## config.mk

```make
export PLATFORM = sky130hd
export DESIGN_NAME = plcell_top
export DESIGN_NICKNAME = d
export VERILOG_FILES = /design/src/rtl/plcell_pkg.sv /design/src/rtl/plcell_qual_if.sv /design/src/rtl/plcell_qual.sv /design/src/rtl/plcell_top.sv
export SDC_FILE = /design/constraint.sdc
export NUM_CORES = 1
export LEC_CHECK = 0
export BUFFER_PORTS_ARGS = -buffer_cell sky130_fd_sc_hd__buf_2
export CAP_MARGIN = 20
export CORE_ASPECT_RATIO = 1.4
export CORE_MARGIN = 1.5
export CORE_UTILIZATION = 42
export CTS_CLUSTER_SIZE = 28
export DETAILED_ROUTE_END_ITERATION = 8
export PLACE_DENSITY = 0.65
export SLEW_MARGIN = 20
export SYNTH_ARGS = -nofsm -noshare
export SYNTH_HDL_FRONTEND = slang
export SYNTH_SLANG_ARGS = --single-unit
export TNS_END_PERCENT = 5
```

## constraint.sdc

```tcl
create_clock -name clk -period 7 [get_ports clk]
set_input_delay 0.7 -clock clk [delete_from_list [all_inputs] [get_ports clk]]
set_output_delay 0.7 -clock clk [all_outputs]
set_load 0.01 [all_outputs]
```

## src/rtl/plcell_pkg.sv

```systemverilog
package plcell_pkg;

  // Register byte offsets on the Wishbone bus.
  localparam logic [7:0] SEL_OFS = 8'h00;
  localparam logic [7:0] INPUT_OFS = 8'h04;
  localparam logic [7:0] ROW_BIT_OFS = 8'h08;
  localparam logic [7:0] TABLE_OFS = 8'h0C;
  localparam logic [7:0] STATUS_OFS = 8'h10;

  // Fields of the selector register.
  localparam int CELL_SEL_POS = 0;
  localparam int TABLE_SEL_POS = 1;
  localparam int SLOT_SEL_LSB = 2;
  localparam int ROW_IDX_LSB = 4;

  // Fields of the input register.
  localparam int SRC_LSB = 0;
  localparam int MODE_LSB = 8;

  // Fields of the status register.
  localparam int STAT_OUT_LSB = 0;
  localparam int STAT_HIT_LSB = 8;

  // Sizes.
  localparam int CELLS = 2;
  localparam int SLOTS = 3;
  localparam int ROWS = 8;
  localparam int SRC_W = 5;
  localparam int MODE_W = 3;

  // Table selector values.
  localparam logic TABLE_VALUE = 1'h0;
  localparam logic TABLE_ENABLE = 1'h1;

  // Activation modes.
  localparam logic [2:0] ACTIVE_WHEN_LOW = 3'h0;
  localparam logic [2:0] ACTIVE_WHEN_HIGH = 3'h1;
  localparam logic [2:0] ON_FALL = 3'h2;
  localparam logic [2:0] ON_RISE = 3'h3;
  localparam logic [2:0] ON_EITHER_TRANSITION = 3'h4;

  // Input source codes; the code is the bit index into the source vector.
  localparam logic [4:0] SRC_ZERO = 5'h00;
  localparam logic [4:0] SRC_LINE0 = 5'h01;
  localparam logic [4:0] SRC_USER0 = 5'h05;
  localparam logic [4:0] SRC_CNT0_START = 5'h09;
  localparam logic [4:0] SRC_CNT1_START = 5'h0A;
  localparam logic [4:0] SRC_CNT0_END = 5'h0B;
  localparam logic [4:0] SRC_CNT1_END = 5'h0C;
  localparam logic [4:0] SRC_CELL0 = 5'h0D;
  localparam logic [4:0] SRC_CELL1 = 5'h0E;
  localparam logic [4:0] SRC_INTEGRATION_BEGIN = 5'h0F;
  localparam logic [4:0] SRC_INTEGRATION_FINISH = 5'h10;
  localparam logic [4:0] SRC_AWAITING_FRAME_TRIGGER = 5'h11;
  localparam logic [4:0] SRC_CAPTURE_IN_PROGRESS = 5'h12;

  // Reset values.
  localparam logic [7:0] TABLE_RST = 8'h00;
  localparam logic [4:0] SRC_RST = 5'h00;
  localparam logic [2:0] MODE_RST = 3'h0;

endpackage : plcell_pkg

```

## src/rtl/plcell_qual_if.sv

```systemverilog
`timescale 1ns/10ps

interface plcell_qual_if;
  logic [4:0] source;
  logic [2:0] mode;
  logic hit;

  modport cfg (output source, output mode, input hit);
  modport qual (input source, input mode, output hit);
endinterface : plcell_qual_if

```

## src/rtl/plcell_qual.sv

```systemverilog
`timescale 1ns/10ps

module plcell_qual (
  input logic clk,
  input logic rst_b,
  input logic [31:0] sig_vec,
  plcell_qual_if.qual bus
);

  logic sig;
  logic prev_q;

  assign sig = sig_vec[bus.source];

  always_ff @(posedge clk or negedge rst_b)
  begin
    if (!rst_b)
      prev_q <= 1'h0;
    else
      prev_q <= sig;
  end

  // Edges compare against the previous sample of the selected signal, so a change of
  // source can itself look like one edge.
  always_comb
  begin
    unique case (bus.mode)
      plcell_pkg::ACTIVE_WHEN_LOW: bus.hit = !sig;
      plcell_pkg::ACTIVE_WHEN_HIGH: bus.hit = sig;
      plcell_pkg::ON_FALL: bus.hit = prev_q && !sig;
      plcell_pkg::ON_RISE: bus.hit = !prev_q && sig;
      plcell_pkg::ON_EITHER_TRANSITION: bus.hit = prev_q ^ sig;
      default: bus.hit = 1'h0;
    endcase
  end

  rise_pulse_a: assert property (
    @(posedge clk) disable iff (!rst_b)
    (bus.mode == plcell_pkg::ON_RISE && bus.hit && $stable(bus.mode)
      && $stable(bus.source)) ##1 ($stable(bus.mode) && $stable(bus.source))
      |-> !bus.hit)
    else $error("rising edge hit lasted more than one cycle");

  level_follow_a: assert property (
    @(posedge clk) disable iff (!rst_b)
    bus.mode == plcell_pkg::ACTIVE_WHEN_LOW |-> bus.hit == !sig_vec[bus.source])
    else $error("low level mode does not follow the inverted source");

endmodule : plcell_qual

```

## src/rtl/plcell_top.sv

```systemverilog
`timescale 1ns/10ps

module plcell_top (
  input logic clk,
  input logic rst_b,
  input logic wb_cyc_i,
  input logic wb_stb_i,
  input logic wb_we_i,
  input logic [7:0] wb_adr_i,
  input logic [3:0] wb_sel_i,
  input logic [31:0] wb_dat_i,
  output logic [31:0] wb_dat_o,
  output logic wb_ack_o,
  input logic [3:0] line_in,
  input logic [3:0] user_out,
  input logic [1:0] counter_start,
  input logic [1:0] counter_end,
  input logic integration_begin,
  input logic integration_finish,
  input logic awaiting_frame_trigger,
  input logic capture_in_progress,
  output logic [1:0] cell_out
);

  ////////////////////////////////////////////////////////////////////////////////////////////
  // Storage.

  logic cell_select_q;
  logic table_select_q;
  logic [1:0] input_slot_select_q;
  logic [2:0] truth_row_index_q;
  logic [1:0][7:0] val_tab_q;
  logic [1:0][7:0] en_tab_q;
  logic [1:0][2:0][4:0] src_q;
  logic [1:0][2:0][2:0] mode_q;
  logic [1:0] cell_q;
  logic [1:0][2:0] hit;
  logic [1:0] val_bit;
  logic [1:0] en_bit;
  logic [31:0] sig_vec;
  logic ack_q;
  logic [31:0] rd_data_q;
  logic [31:0] rd_data_d;
  logic req_new;
  logic wr_fire;
  logic slot_ok;
  logic [7:0] tab_sel_word;

  assign cell_out = cell_q;
  assign wb_ack_o = ack_q;
  assign wb_dat_o = rd_data_q;

  ////////////////////////////////////////////////////////////////////////////////////////////
  // Source vector; unused codes read as zero.

  always_comb
  begin
    sig_vec = 32'h00000000;
    sig_vec[plcell_pkg::SRC_ZERO] = 1'h0;
    sig_vec[plcell_pkg::SRC_LINE0 +: 4] = line_in;
    sig_vec[plcell_pkg::SRC_USER0 +: 4] = user_out;
    sig_vec[plcell_pkg::SRC_CNT0_START] = counter_start[0];
    sig_vec[plcell_pkg::SRC_CNT1_START] = counter_start[1];
    sig_vec[plcell_pkg::SRC_CNT0_END] = counter_end[0];
    sig_vec[plcell_pkg::SRC_CNT1_END] = counter_end[1];
    sig_vec[plcell_pkg::SRC_CELL0] = cell_q[0];
    sig_vec[plcell_pkg::SRC_CELL1] = cell_q[1];
    sig_vec[plcell_pkg::SRC_INTEGRATION_BEGIN] = integration_begin;
    sig_vec[plcell_pkg::SRC_INTEGRATION_FINISH] = integration_finish;
    sig_vec[plcell_pkg::SRC_AWAITING_FRAME_TRIGGER] = awaiting_frame_trigger;
    sig_vec[plcell_pkg::SRC_CAPTURE_IN_PROGRESS] = capture_in_progress;
  end

  ////////////////////////////////////////////////////////////////////////////////////////////
  // Cells: qualifiers, tables and output flip-flop.

  // Cell outputs enter the source vector only from the flip-flop, so feedback through a
  // cell's own output cannot form a combinational loop.
  for (genvar c = 0; c < plcell_pkg::CELLS; c++)
  begin : g_cell
    for (genvar s = 0; s < plcell_pkg::SLOTS; s++)
    begin : g_slot
      plcell_qual_if qif ();

      assign qif.source = src_q[c][s];
      assign qif.mode = mode_q[c][s];
      assign hit[c][s] = qif.hit;

      plcell_qual u_qual (
        .clk(clk),
        .rst_b(rst_b),
        .sig_vec(sig_vec),
        .bus(qif)
      );
    end

    assign val_bit[c] = val_tab_q[c][hit[c]];
    assign en_bit[c] = en_tab_q[c][hit[c]];

    always_ff @(posedge clk or negedge rst_b)
    begin
      if (!rst_b)
        cell_q[c] <= 1'h0;
      else if (en_bit[c])
        cell_q[c] <= val_bit[c];
    end
  end

  ////////////////////////////////////////////////////////////////////////////////////////////
  // Wishbone slave: one wait state, ack for one cycle, writes land on the ack edge.

  assign req_new = wb_cyc_i && wb_stb_i && !ack_q;
  assign wr_fire = wb_cyc_i && wb_stb_i && wb_we_i && ack_q;
  assign slot_ok = input_slot_select_q < 2'(plcell_pkg::SLOTS);
  assign tab_sel_word = (table_select_q == plcell_pkg::TABLE_ENABLE) ?
    en_tab_q[cell_select_q] : val_tab_q[cell_select_q];

  always_ff @(posedge clk or negedge rst_b)
  begin
    if (!rst_b)
      ack_q <= 1'h0;
    else
      ack_q <= req_new;
  end

  always_comb
  begin
    rd_data_d = 32'h00000000;
    unique case (wb_adr_i)
      plcell_pkg::SEL_OFS:
      begin
        rd_data_d[plcell_pkg::CELL_SEL_POS] = cell_select_q;
        rd_data_d[plcell_pkg::TABLE_SEL_POS] = table_select_q;
        rd_data_d[plcell_pkg::SLOT_SEL_LSB +: 2] = input_slot_select_q;
        rd_data_d[plcell_pkg::ROW_IDX_LSB +: 3] = truth_row_index_q;
      end
      plcell_pkg::INPUT_OFS:
      begin
        if (slot_ok)
        begin
          rd_data_d[plcell_pkg::SRC_LSB +: 5] = src_q[cell_select_q][input_slot_select_q];
          rd_data_d[plcell_pkg::MODE_LSB +: 3] = mode_q[cell_select_q][input_slot_select_q];
        end
      end
      plcell_pkg::ROW_BIT_OFS:
        rd_data_d[0] = tab_sel_word[truth_row_index_q];
      plcell_pkg::TABLE_OFS:
        rd_data_d[7:0] = tab_sel_word;
      plcell_pkg::STATUS_OFS:
      begin
        rd_data_d[plcell_pkg::STAT_OUT_LSB +: 2] = cell_q;
        rd_data_d[plcell_pkg::STAT_HIT_LSB +: 6] = hit;
      end
      default: rd_data_d = 32'h00000000;
    endcase
  end

  always_ff @(posedge clk or negedge rst_b)
  begin
    if (!rst_b)
      rd_data_q <= 32'h00000000;
    else if (req_new && !wb_we_i)
      rd_data_q <= rd_data_d;
    else
      rd_data_q <= 32'h00000000;
  end

  ////////////////////////////////////////////////////////////////////////////////////////////
  // Selectors.

  always_ff @(posedge clk or negedge rst_b)
  begin
    if (!rst_b)
    begin
      cell_select_q <= 1'h0;
      table_select_q <= plcell_pkg::TABLE_VALUE;
      input_slot_select_q <= 2'h0;
      truth_row_index_q <= 3'h0;
    end
    else if (wr_fire && wb_adr_i == plcell_pkg::SEL_OFS && wb_sel_i[0])
    begin
      cell_select_q <= wb_dat_i[plcell_pkg::CELL_SEL_POS];
      table_select_q <= wb_dat_i[plcell_pkg::TABLE_SEL_POS];
      input_slot_select_q <= wb_dat_i[plcell_pkg::SLOT_SEL_LSB +: 2];
      truth_row_index_q <= wb_dat_i[plcell_pkg::ROW_IDX_LSB +: 3];
    end
  end

  ////////////////////////////////////////////////////////////////////////////////////////////
  // Input settings, shared by both tables of the selected cell.

  // Slot 3 is a selector value with no table input behind it; writes to it are dropped.
  always_ff @(posedge clk or negedge rst_b)
  begin
    if (!rst_b)
      src_q <= '0;
    else if (wr_fire && wb_adr_i == plcell_pkg::INPUT_OFS && wb_sel_i[0] && slot_ok)
      src_q[cell_select_q][input_slot_select_q] <= wb_dat_i[plcell_pkg::SRC_LSB +: 5];
  end

  // Activation codes above the last mode are refused so a slot never sits in a dead mode.
  always_ff @(posedge clk or negedge rst_b)
  begin
    if (!rst_b)
      mode_q <= '0;
    else if (wr_fire && wb_adr_i == plcell_pkg::INPUT_OFS && wb_sel_i[1] && slot_ok
             && wb_dat_i[plcell_pkg::MODE_LSB +: 3] <= plcell_pkg::ON_EITHER_TRANSITION)
      mode_q[cell_select_q][input_slot_select_q] <= wb_dat_i[plcell_pkg::MODE_LSB +: 3];
  end

  ////////////////////////////////////////////////////////////////////////////////////////////
  // Truth tables.

  always_ff @(posedge clk or negedge rst_b)
  begin
    if (!rst_b)
      val_tab_q <= {plcell_pkg::TABLE_RST, plcell_pkg::TABLE_RST};
    else if (wr_fire && table_select_q == plcell_pkg::TABLE_VALUE && wb_sel_i[0])
    begin
      if (wb_adr_i == plcell_pkg::TABLE_OFS)
        val_tab_q[cell_select_q] <= wb_dat_i[7:0];
      else if (wb_adr_i == plcell_pkg::ROW_BIT_OFS)
        val_tab_q[cell_select_q][truth_row_index_q] <= wb_dat_i[0];
    end
  end

  always_ff @(posedge clk or negedge rst_b)
  begin
    if (!rst_b)
      en_tab_q <= {plcell_pkg::TABLE_RST, plcell_pkg::TABLE_RST};
    else if (wr_fire && table_select_q == plcell_pkg::TABLE_ENABLE && wb_sel_i[0])
    begin
      if (wb_adr_i == plcell_pkg::TABLE_OFS)
        en_tab_q[cell_select_q] <= wb_dat_i[7:0];
      else if (wb_adr_i == plcell_pkg::ROW_BIT_OFS)
        en_tab_q[cell_select_q][truth_row_index_q] <= wb_dat_i[0];
    end
  end

  ////////////////////////////////////////////////////////////////////////////////////////////
  // Checks.

  ack_pulse_a: assert property (
    @(posedge clk) disable iff (!rst_b)
    wb_ack_o |=> !wb_ack_o)
    else $error("ack stayed high for more than one cycle");

  ack_reply_a: assert property (
    @(posedge clk) disable iff (!rst_b)
    (wb_cyc_i && wb_stb_i && !wb_ack_o) |=> wb_ack_o)
    else $error("request not acknowledged on the next cycle");

  cell_hold_a: assert property (
    @(posedge clk) disable iff (!rst_b)
    !en_bit[0] |=> $stable(cell_out[0]))
    else $error("cell 0 output changed while its enable table gave zero");

  cell_load_a: assert property (
    @(posedge clk) disable iff (!rst_b)
    en_bit[1] |=> cell_out[1] == $past(val_bit[1]))
    else $error("cell 1 output did not load the value table");

  row_order_a: assert property (
    @(posedge clk) disable iff (!rst_b)
    val_bit[0] == val_tab_q[0][{g_cell[0].g_slot[2].qif.hit, g_cell[0].g_slot[1].qif.hit,
      g_cell[0].g_slot[0].qif.hit}])
    else $error("value table row not formed with input 2 on top");

  pass_through_a: assert property (
    @(posedge clk) disable iff (!rst_b)
    en_tab_q[0] == 8'hFF ##1 en_tab_q[0] == 8'hFF |-> cell_out[0] == $past(val_bit[0]))
    else $error("all-ones enable table did not pass the value table through");

  word_write_a: assert property (
    @(posedge clk) disable iff (!rst_b)
    (wr_fire && wb_adr_i == plcell_pkg::TABLE_OFS && wb_sel_i[0]
      && table_select_q == plcell_pkg::TABLE_ENABLE)
    |=> en_tab_q[$past(cell_select_q)] == $past(wb_dat_i[7:0]))
    else $error("whole table write did not reach the enable table");

  row_write_a: assert property (
    @(posedge clk) disable iff (!rst_b)
    (wr_fire && wb_adr_i == plcell_pkg::ROW_BIT_OFS && wb_sel_i[0]
      && table_select_q == plcell_pkg::TABLE_VALUE)
    |=> $stable(en_tab_q) && val_tab_q[$past(cell_select_q)][$past(truth_row_index_q)]
        == $past(wb_dat_i[0]))
    else $error("row write missed the value table or touched the enable table");

  shared_input_a: assert property (
    @(posedge clk) disable iff (!rst_b)
    (wr_fire && wb_adr_i == plcell_pkg::INPUT_OFS && wb_sel_i[0] && slot_ok)
    |=> src_q[$past(cell_select_q)][$past(input_slot_select_q)]
        == $past(wb_dat_i[plcell_pkg::SRC_LSB +: 5]))
    else $error("input source write did not land independent of the table selector");

  idle_low_a: assert property (
    @(posedge clk) disable iff (!rst_b)
    (en_tab_q[1] == 8'h00 && !cell_out[1]) |=> !cell_out[1])
    else $error("unconfigured cell 1 output rose");

  // Read data is zero between answers so a stale word never lingers on the bus.
  read_idle_a: assert property (
    @(posedge clk) disable iff (!rst_b)
    !wb_ack_o |-> wb_dat_o == 32'h00000000)
    else $error("read data not zero outside an acknowledge");

  mode_refuse_a: assert property (
    @(posedge clk) disable iff (!rst_b)
    (wr_fire && wb_adr_i == plcell_pkg::INPUT_OFS
      && wb_dat_i[plcell_pkg::MODE_LSB +: 3] > plcell_pkg::ON_EITHER_TRANSITION)
    |=> $stable(mode_q))
    else $error("activation code outside the five modes was stored");

  slot_drop_a: assert property (
    @(posedge clk) disable iff (!rst_b)
    (wr_fire && wb_adr_i == plcell_pkg::INPUT_OFS && !slot_ok)
    |=> $stable(src_q) && $stable(mode_q))
    else $error("write to the spare input slot changed a setting");

  cell_apart_a: assert property (
    @(posedge clk) disable iff (!rst_b)
    (wr_fire && wb_adr_i == plcell_pkg::TABLE_OFS && !cell_select_q)
    |=> $stable(val_tab_q[1]) && $stable(en_tab_q[1]))
    else $error("table write to cell 0 changed cell 1");

endmodule : plcell_top

```

==> impl_metrics.tcl <==
set metrics [dict create \
    post_cts_buffers 0 \
    yosysWarnings 0 \
    wl_mm 20.4 \
    r2r_slack_ns 3.02 \
    die-area_um2 18100 \
    critPathKind "flop to flop" \
    crit_arrival_ns 4.25 \
    dr_total_vias 5851 \
    synthDistinctLibCells 71 \
    coreArea_um2 16900 \
    final_util 0.472 \
    synth_xor_area_frac 0 \
    synthTopCellsByArea "dfrtp_1 (38%), mux2_2 (12%), mux4_2 (8.1%)" \
    ys_async_sr_fraction 1.00 \
    cts_sinks 110 \
    endpoint "cell_out[1]$_DFFE_PN0P_" \
    htree_num_levels 3 \
    synthFlopType "dfrtp_1" \
    maxCapViolations 0 \
    grt_pass1_wl_mm 32.4 \
    drv_slew 0 \
    synthAdderAreaFrac 0.0206 \
    p_sw_frac 0.245 \
    synth_cells 691 \
    clkSlewWorstSetupHoldPaths_ns 0.08 \
    rsz0062_at_grt "false" \
    io_buffers 58 \
    crit_top_cell "mux2i_1" \
    nets 811 \
    drc_errors 0 \
    slowest_stage "nor3_2" \
    seqPwrFrac 0.528 \
    avgSynthCellArea_um2 10.5 \
    min_period_ns 3.98 \
    fmax_mhz 251 \
    grt_pass1_vias 5961 \
    hold_class "input port to async pin" \
    viasPerCell 6.03 \
    pwr-share-clk 0.419 \
    synth_top_cell_area_share 0.378 \
    finalHoldViolations 0 \
    grt_use_total 0.232 \
    root_buffer "clkbuf_16" \
    setup_violations 0 \
    gp_congestion 0.939 \
    synth_edf_count 0 \
    power_mw 1.21 \
    n_antenna_cell 0 \
    critPathTopFamily "multiplexers" \
    antenna_found_initial 0 \
    yosysTopAreaCell "dfrtp_1" \
    synth-compound-area-share 0.130 \
    reg2reg_depth 12 \
    path_max_fanout 11 \
    r2r-start "g_cell[1].g_slot[2].qif.source[1]$_DFFE_PN0P_" \
    io_pins 100 \
    slew-limit-headroom 0.214 \
    power.net_switching_uw 296 \
    drive_gt1_frac 0.300 \
    power_density_nw_per_um2 152 \
    synth-seq-area-share 0.378 \
    dp_hpwl_mm 15.3 \
    synth_commonest_cells "dfrtp_1 (110), nand2_1 (87), mux2_2 (79)" \
    row_count 56 \
    comb_power_share 0.054 \
    ir_worst_vdd_v 0.000108 \
    routedWlPerCell_um 21.0 \
    synth_simple_gate_area_share 0.169 \
    post_cts_resized 0 \
    cts_made_buffers 9 \
    drt_iter0_markers 380 \
    start_kind "flop" \
    synth_top_family_by_area "multiplexers" \
    p_int_uw 912 \
    final.setup.tns_ns 0 \
    cts_buffer_depth 2 \
    worst_pin_slew_ns 1.17 \
    ant_nets 0 \
    path_cells "mux2_2 -> a221oi_1 -> o41ai_2 -> nor2_1 -> inv_1 -> ha_1 -> mux2i_1 -> nor3b_1 -> nor3_2 -> mux2i_1 -> mux4_2 -> a31oi_1" \
    initial_core_util 0.431 \
    fillers 1597 \
    max_stage_delay_ns 0.86 \
    leakage_nw 3.32 \
    firstDrtPassIters 5 \
    cp_num_cells 12 \
    crit_start "g_cell[1].g_slot[2].qif.source[1]$_DFFE_PN0P_" \
    status "finished, final reports clean" \
    critPathBufInv 1 \
    fin_worst_skew_ns 0.00940 \
    yosysMostFrequentCell "dfrtp_1" \
    tritoncts "yes" \
    post_dp_cell_area_um2 7680 \
    clock_latency_ns 0.36 \
    dieWidth_um 114 \
    cts_hold_buffers 0 \
    synthToLayoutAreaGrowth_pct 9.55 \
    fin_area_um2 7970 \
    cp.required_ns 7.27 \
    cp-end-kind "flop" \
    netlist_area_um2 7270 \
    globalRoute.totalOverflow 0 \
    post-route-period-util 0.568 \
    ys_seq_elements 110 \
    dieHeight_um 159 \
    grt_max_degree 68 \
    r2r_end "cell_out[1]$_DFFE_PN0P_" \
    synth.area.mux_share 0.251 \
]
==> layout make-up <==
type / count / area (µm²) / share of cell area
well taps: 232 / 290 / 0.0364
multi-input cells: 532 / 4230 / 0.531
clock inverters: 5 / 42.5 / 0.00534
inverters: 16 / 60.1 / 0.00754
clock buffers: 11 / 243 / 0.0305
flip-flops and latches: 110 / 2750 / 0.345
repair buffers: 65 / 345 / 0.0433
==> sequential cells by signal, summed over array words and instances (netlist names) <==
name                         cells
g_cell.g_slot.qif.source        30
g_cell.g_slot.qif.mode          18
en_tab_q                        16
val_tab_q                       16
wb_dat_o                        14
g_cell.g_slot.u_qual.prev_q      6
truth_row_index_q                3
cell_out                         2
input_slot_select_q              2
cell_select_q                    1
table_select_q                   1
wb_ack_o                         1
==> layout by cell type, fill, tap and decap left out, types with 3 or more instances in the layout <==
cell       instances
o22ai_1            4
nor2_1            29
clkbuf_16          9
a21bo_2            8
o21ai_0           23
conb_1            18
mux2i_1           33
nand3b_1           5
nor4b_1            3
buf_2             57
o31ai_1            3
nor2b_1           21
nor3_2             3
or2b_2             8
o221ai_1           3
buf_4              8
dfrtp_1          110
nor3_1            11
inv_1             16
nor3b_1           13
and2_1             3
a221o_1            3
mux4_2            26
nand4_1            3
nand2_1           87
nand2b_1           5
and3_1             7
a31oi_1            8
ha_1              12
mux2_2            79
a221oi_1          11
nand3_1           14
or2_2              6
a22oi_1           26
a21oi_1           16
==> worst reg2reg max path, delay by kind of cell (launching register included) <==
family | cells | cell delay, ns
mux | 4 | 1.26
simple gates | 3 | 1.10
compound gates | 3 | 0.71
flops | 1 | 0.57
fa+ha+maj | 1 | 0.18
buf+inv | 1 | 0.08
==> worst min path at each step <==
stage | startpoint | endpoint | cells after the start
after floorplan | rst_b | cell_out[0]$_DFFE_PN0P_ | 0
after global routing | rst_b | en_tab_q[7]$_DFFE_PN0P_ | 1
after CTS | rst_b | val_tab_q[7]$_DFFE_PN0P_ | 1
after detailed placement | wb_ack_o$_DFF_PN0_ | wb_ack_o$_DFF_PN0_ | 1
after global placement | wb_ack_o$_DFF_PN0_ | wb_ack_o$_DFF_PN0_ | 1
final | rst_b | en_tab_q[2]$_DFFE_PN0P_ | 1
==> power groups by stage <==
stage | clock network (mW) | registers, mW | logic, mW
after global routing | 0.545 | 0.638 | 0.0724
after detailed placement | 0 | 0.650 | 0.0651
final | 0.506 | 0.637 | 0.0651
after CTS | 0.515 | 0.637 | 0.0653
after global placement | 0 | 0.650 | 0.0630
after floorplan | 0 | 0.650 | 0.0298
==> metrics by stage <==
step / setup slack (ns) / instances / hold WS, ns
floorplan: 3.44 / 708 / 0.404
global placement: 2.93 / 955 / 0.474
detailed placement: 2.89 / 955 / 0.487
CTS: 3.05 / 971 / 0.345
global route: 2.81 / 971 / 0.376
finish: 3.02 / 971 / 0.340
==> metal layers <==
layer	vias up	share of wire	global-route usage	wire length, µm
li1	2628	-	-	-
met1	2914	0.37	0.275	7630
met2	259	0.52	0.406	10700
met3	50	0.061	0.0408	1250
met4	0	0.041	0.104	838
met5	-	0	0	0
==> kinds of logic after synthesis <==
| logic type | after synthesis |
|---|---|
| adders and majority gates | 12 |
| and+or+nand+nor | 234 |
| other | 1 |
| buffers and inverters | 66 |
| DFF | 110 |
| muxes | 140 |
| AOI/OAI and AO/OA | 128 |
Note: power is estimated with default switching activity, not from simulation.
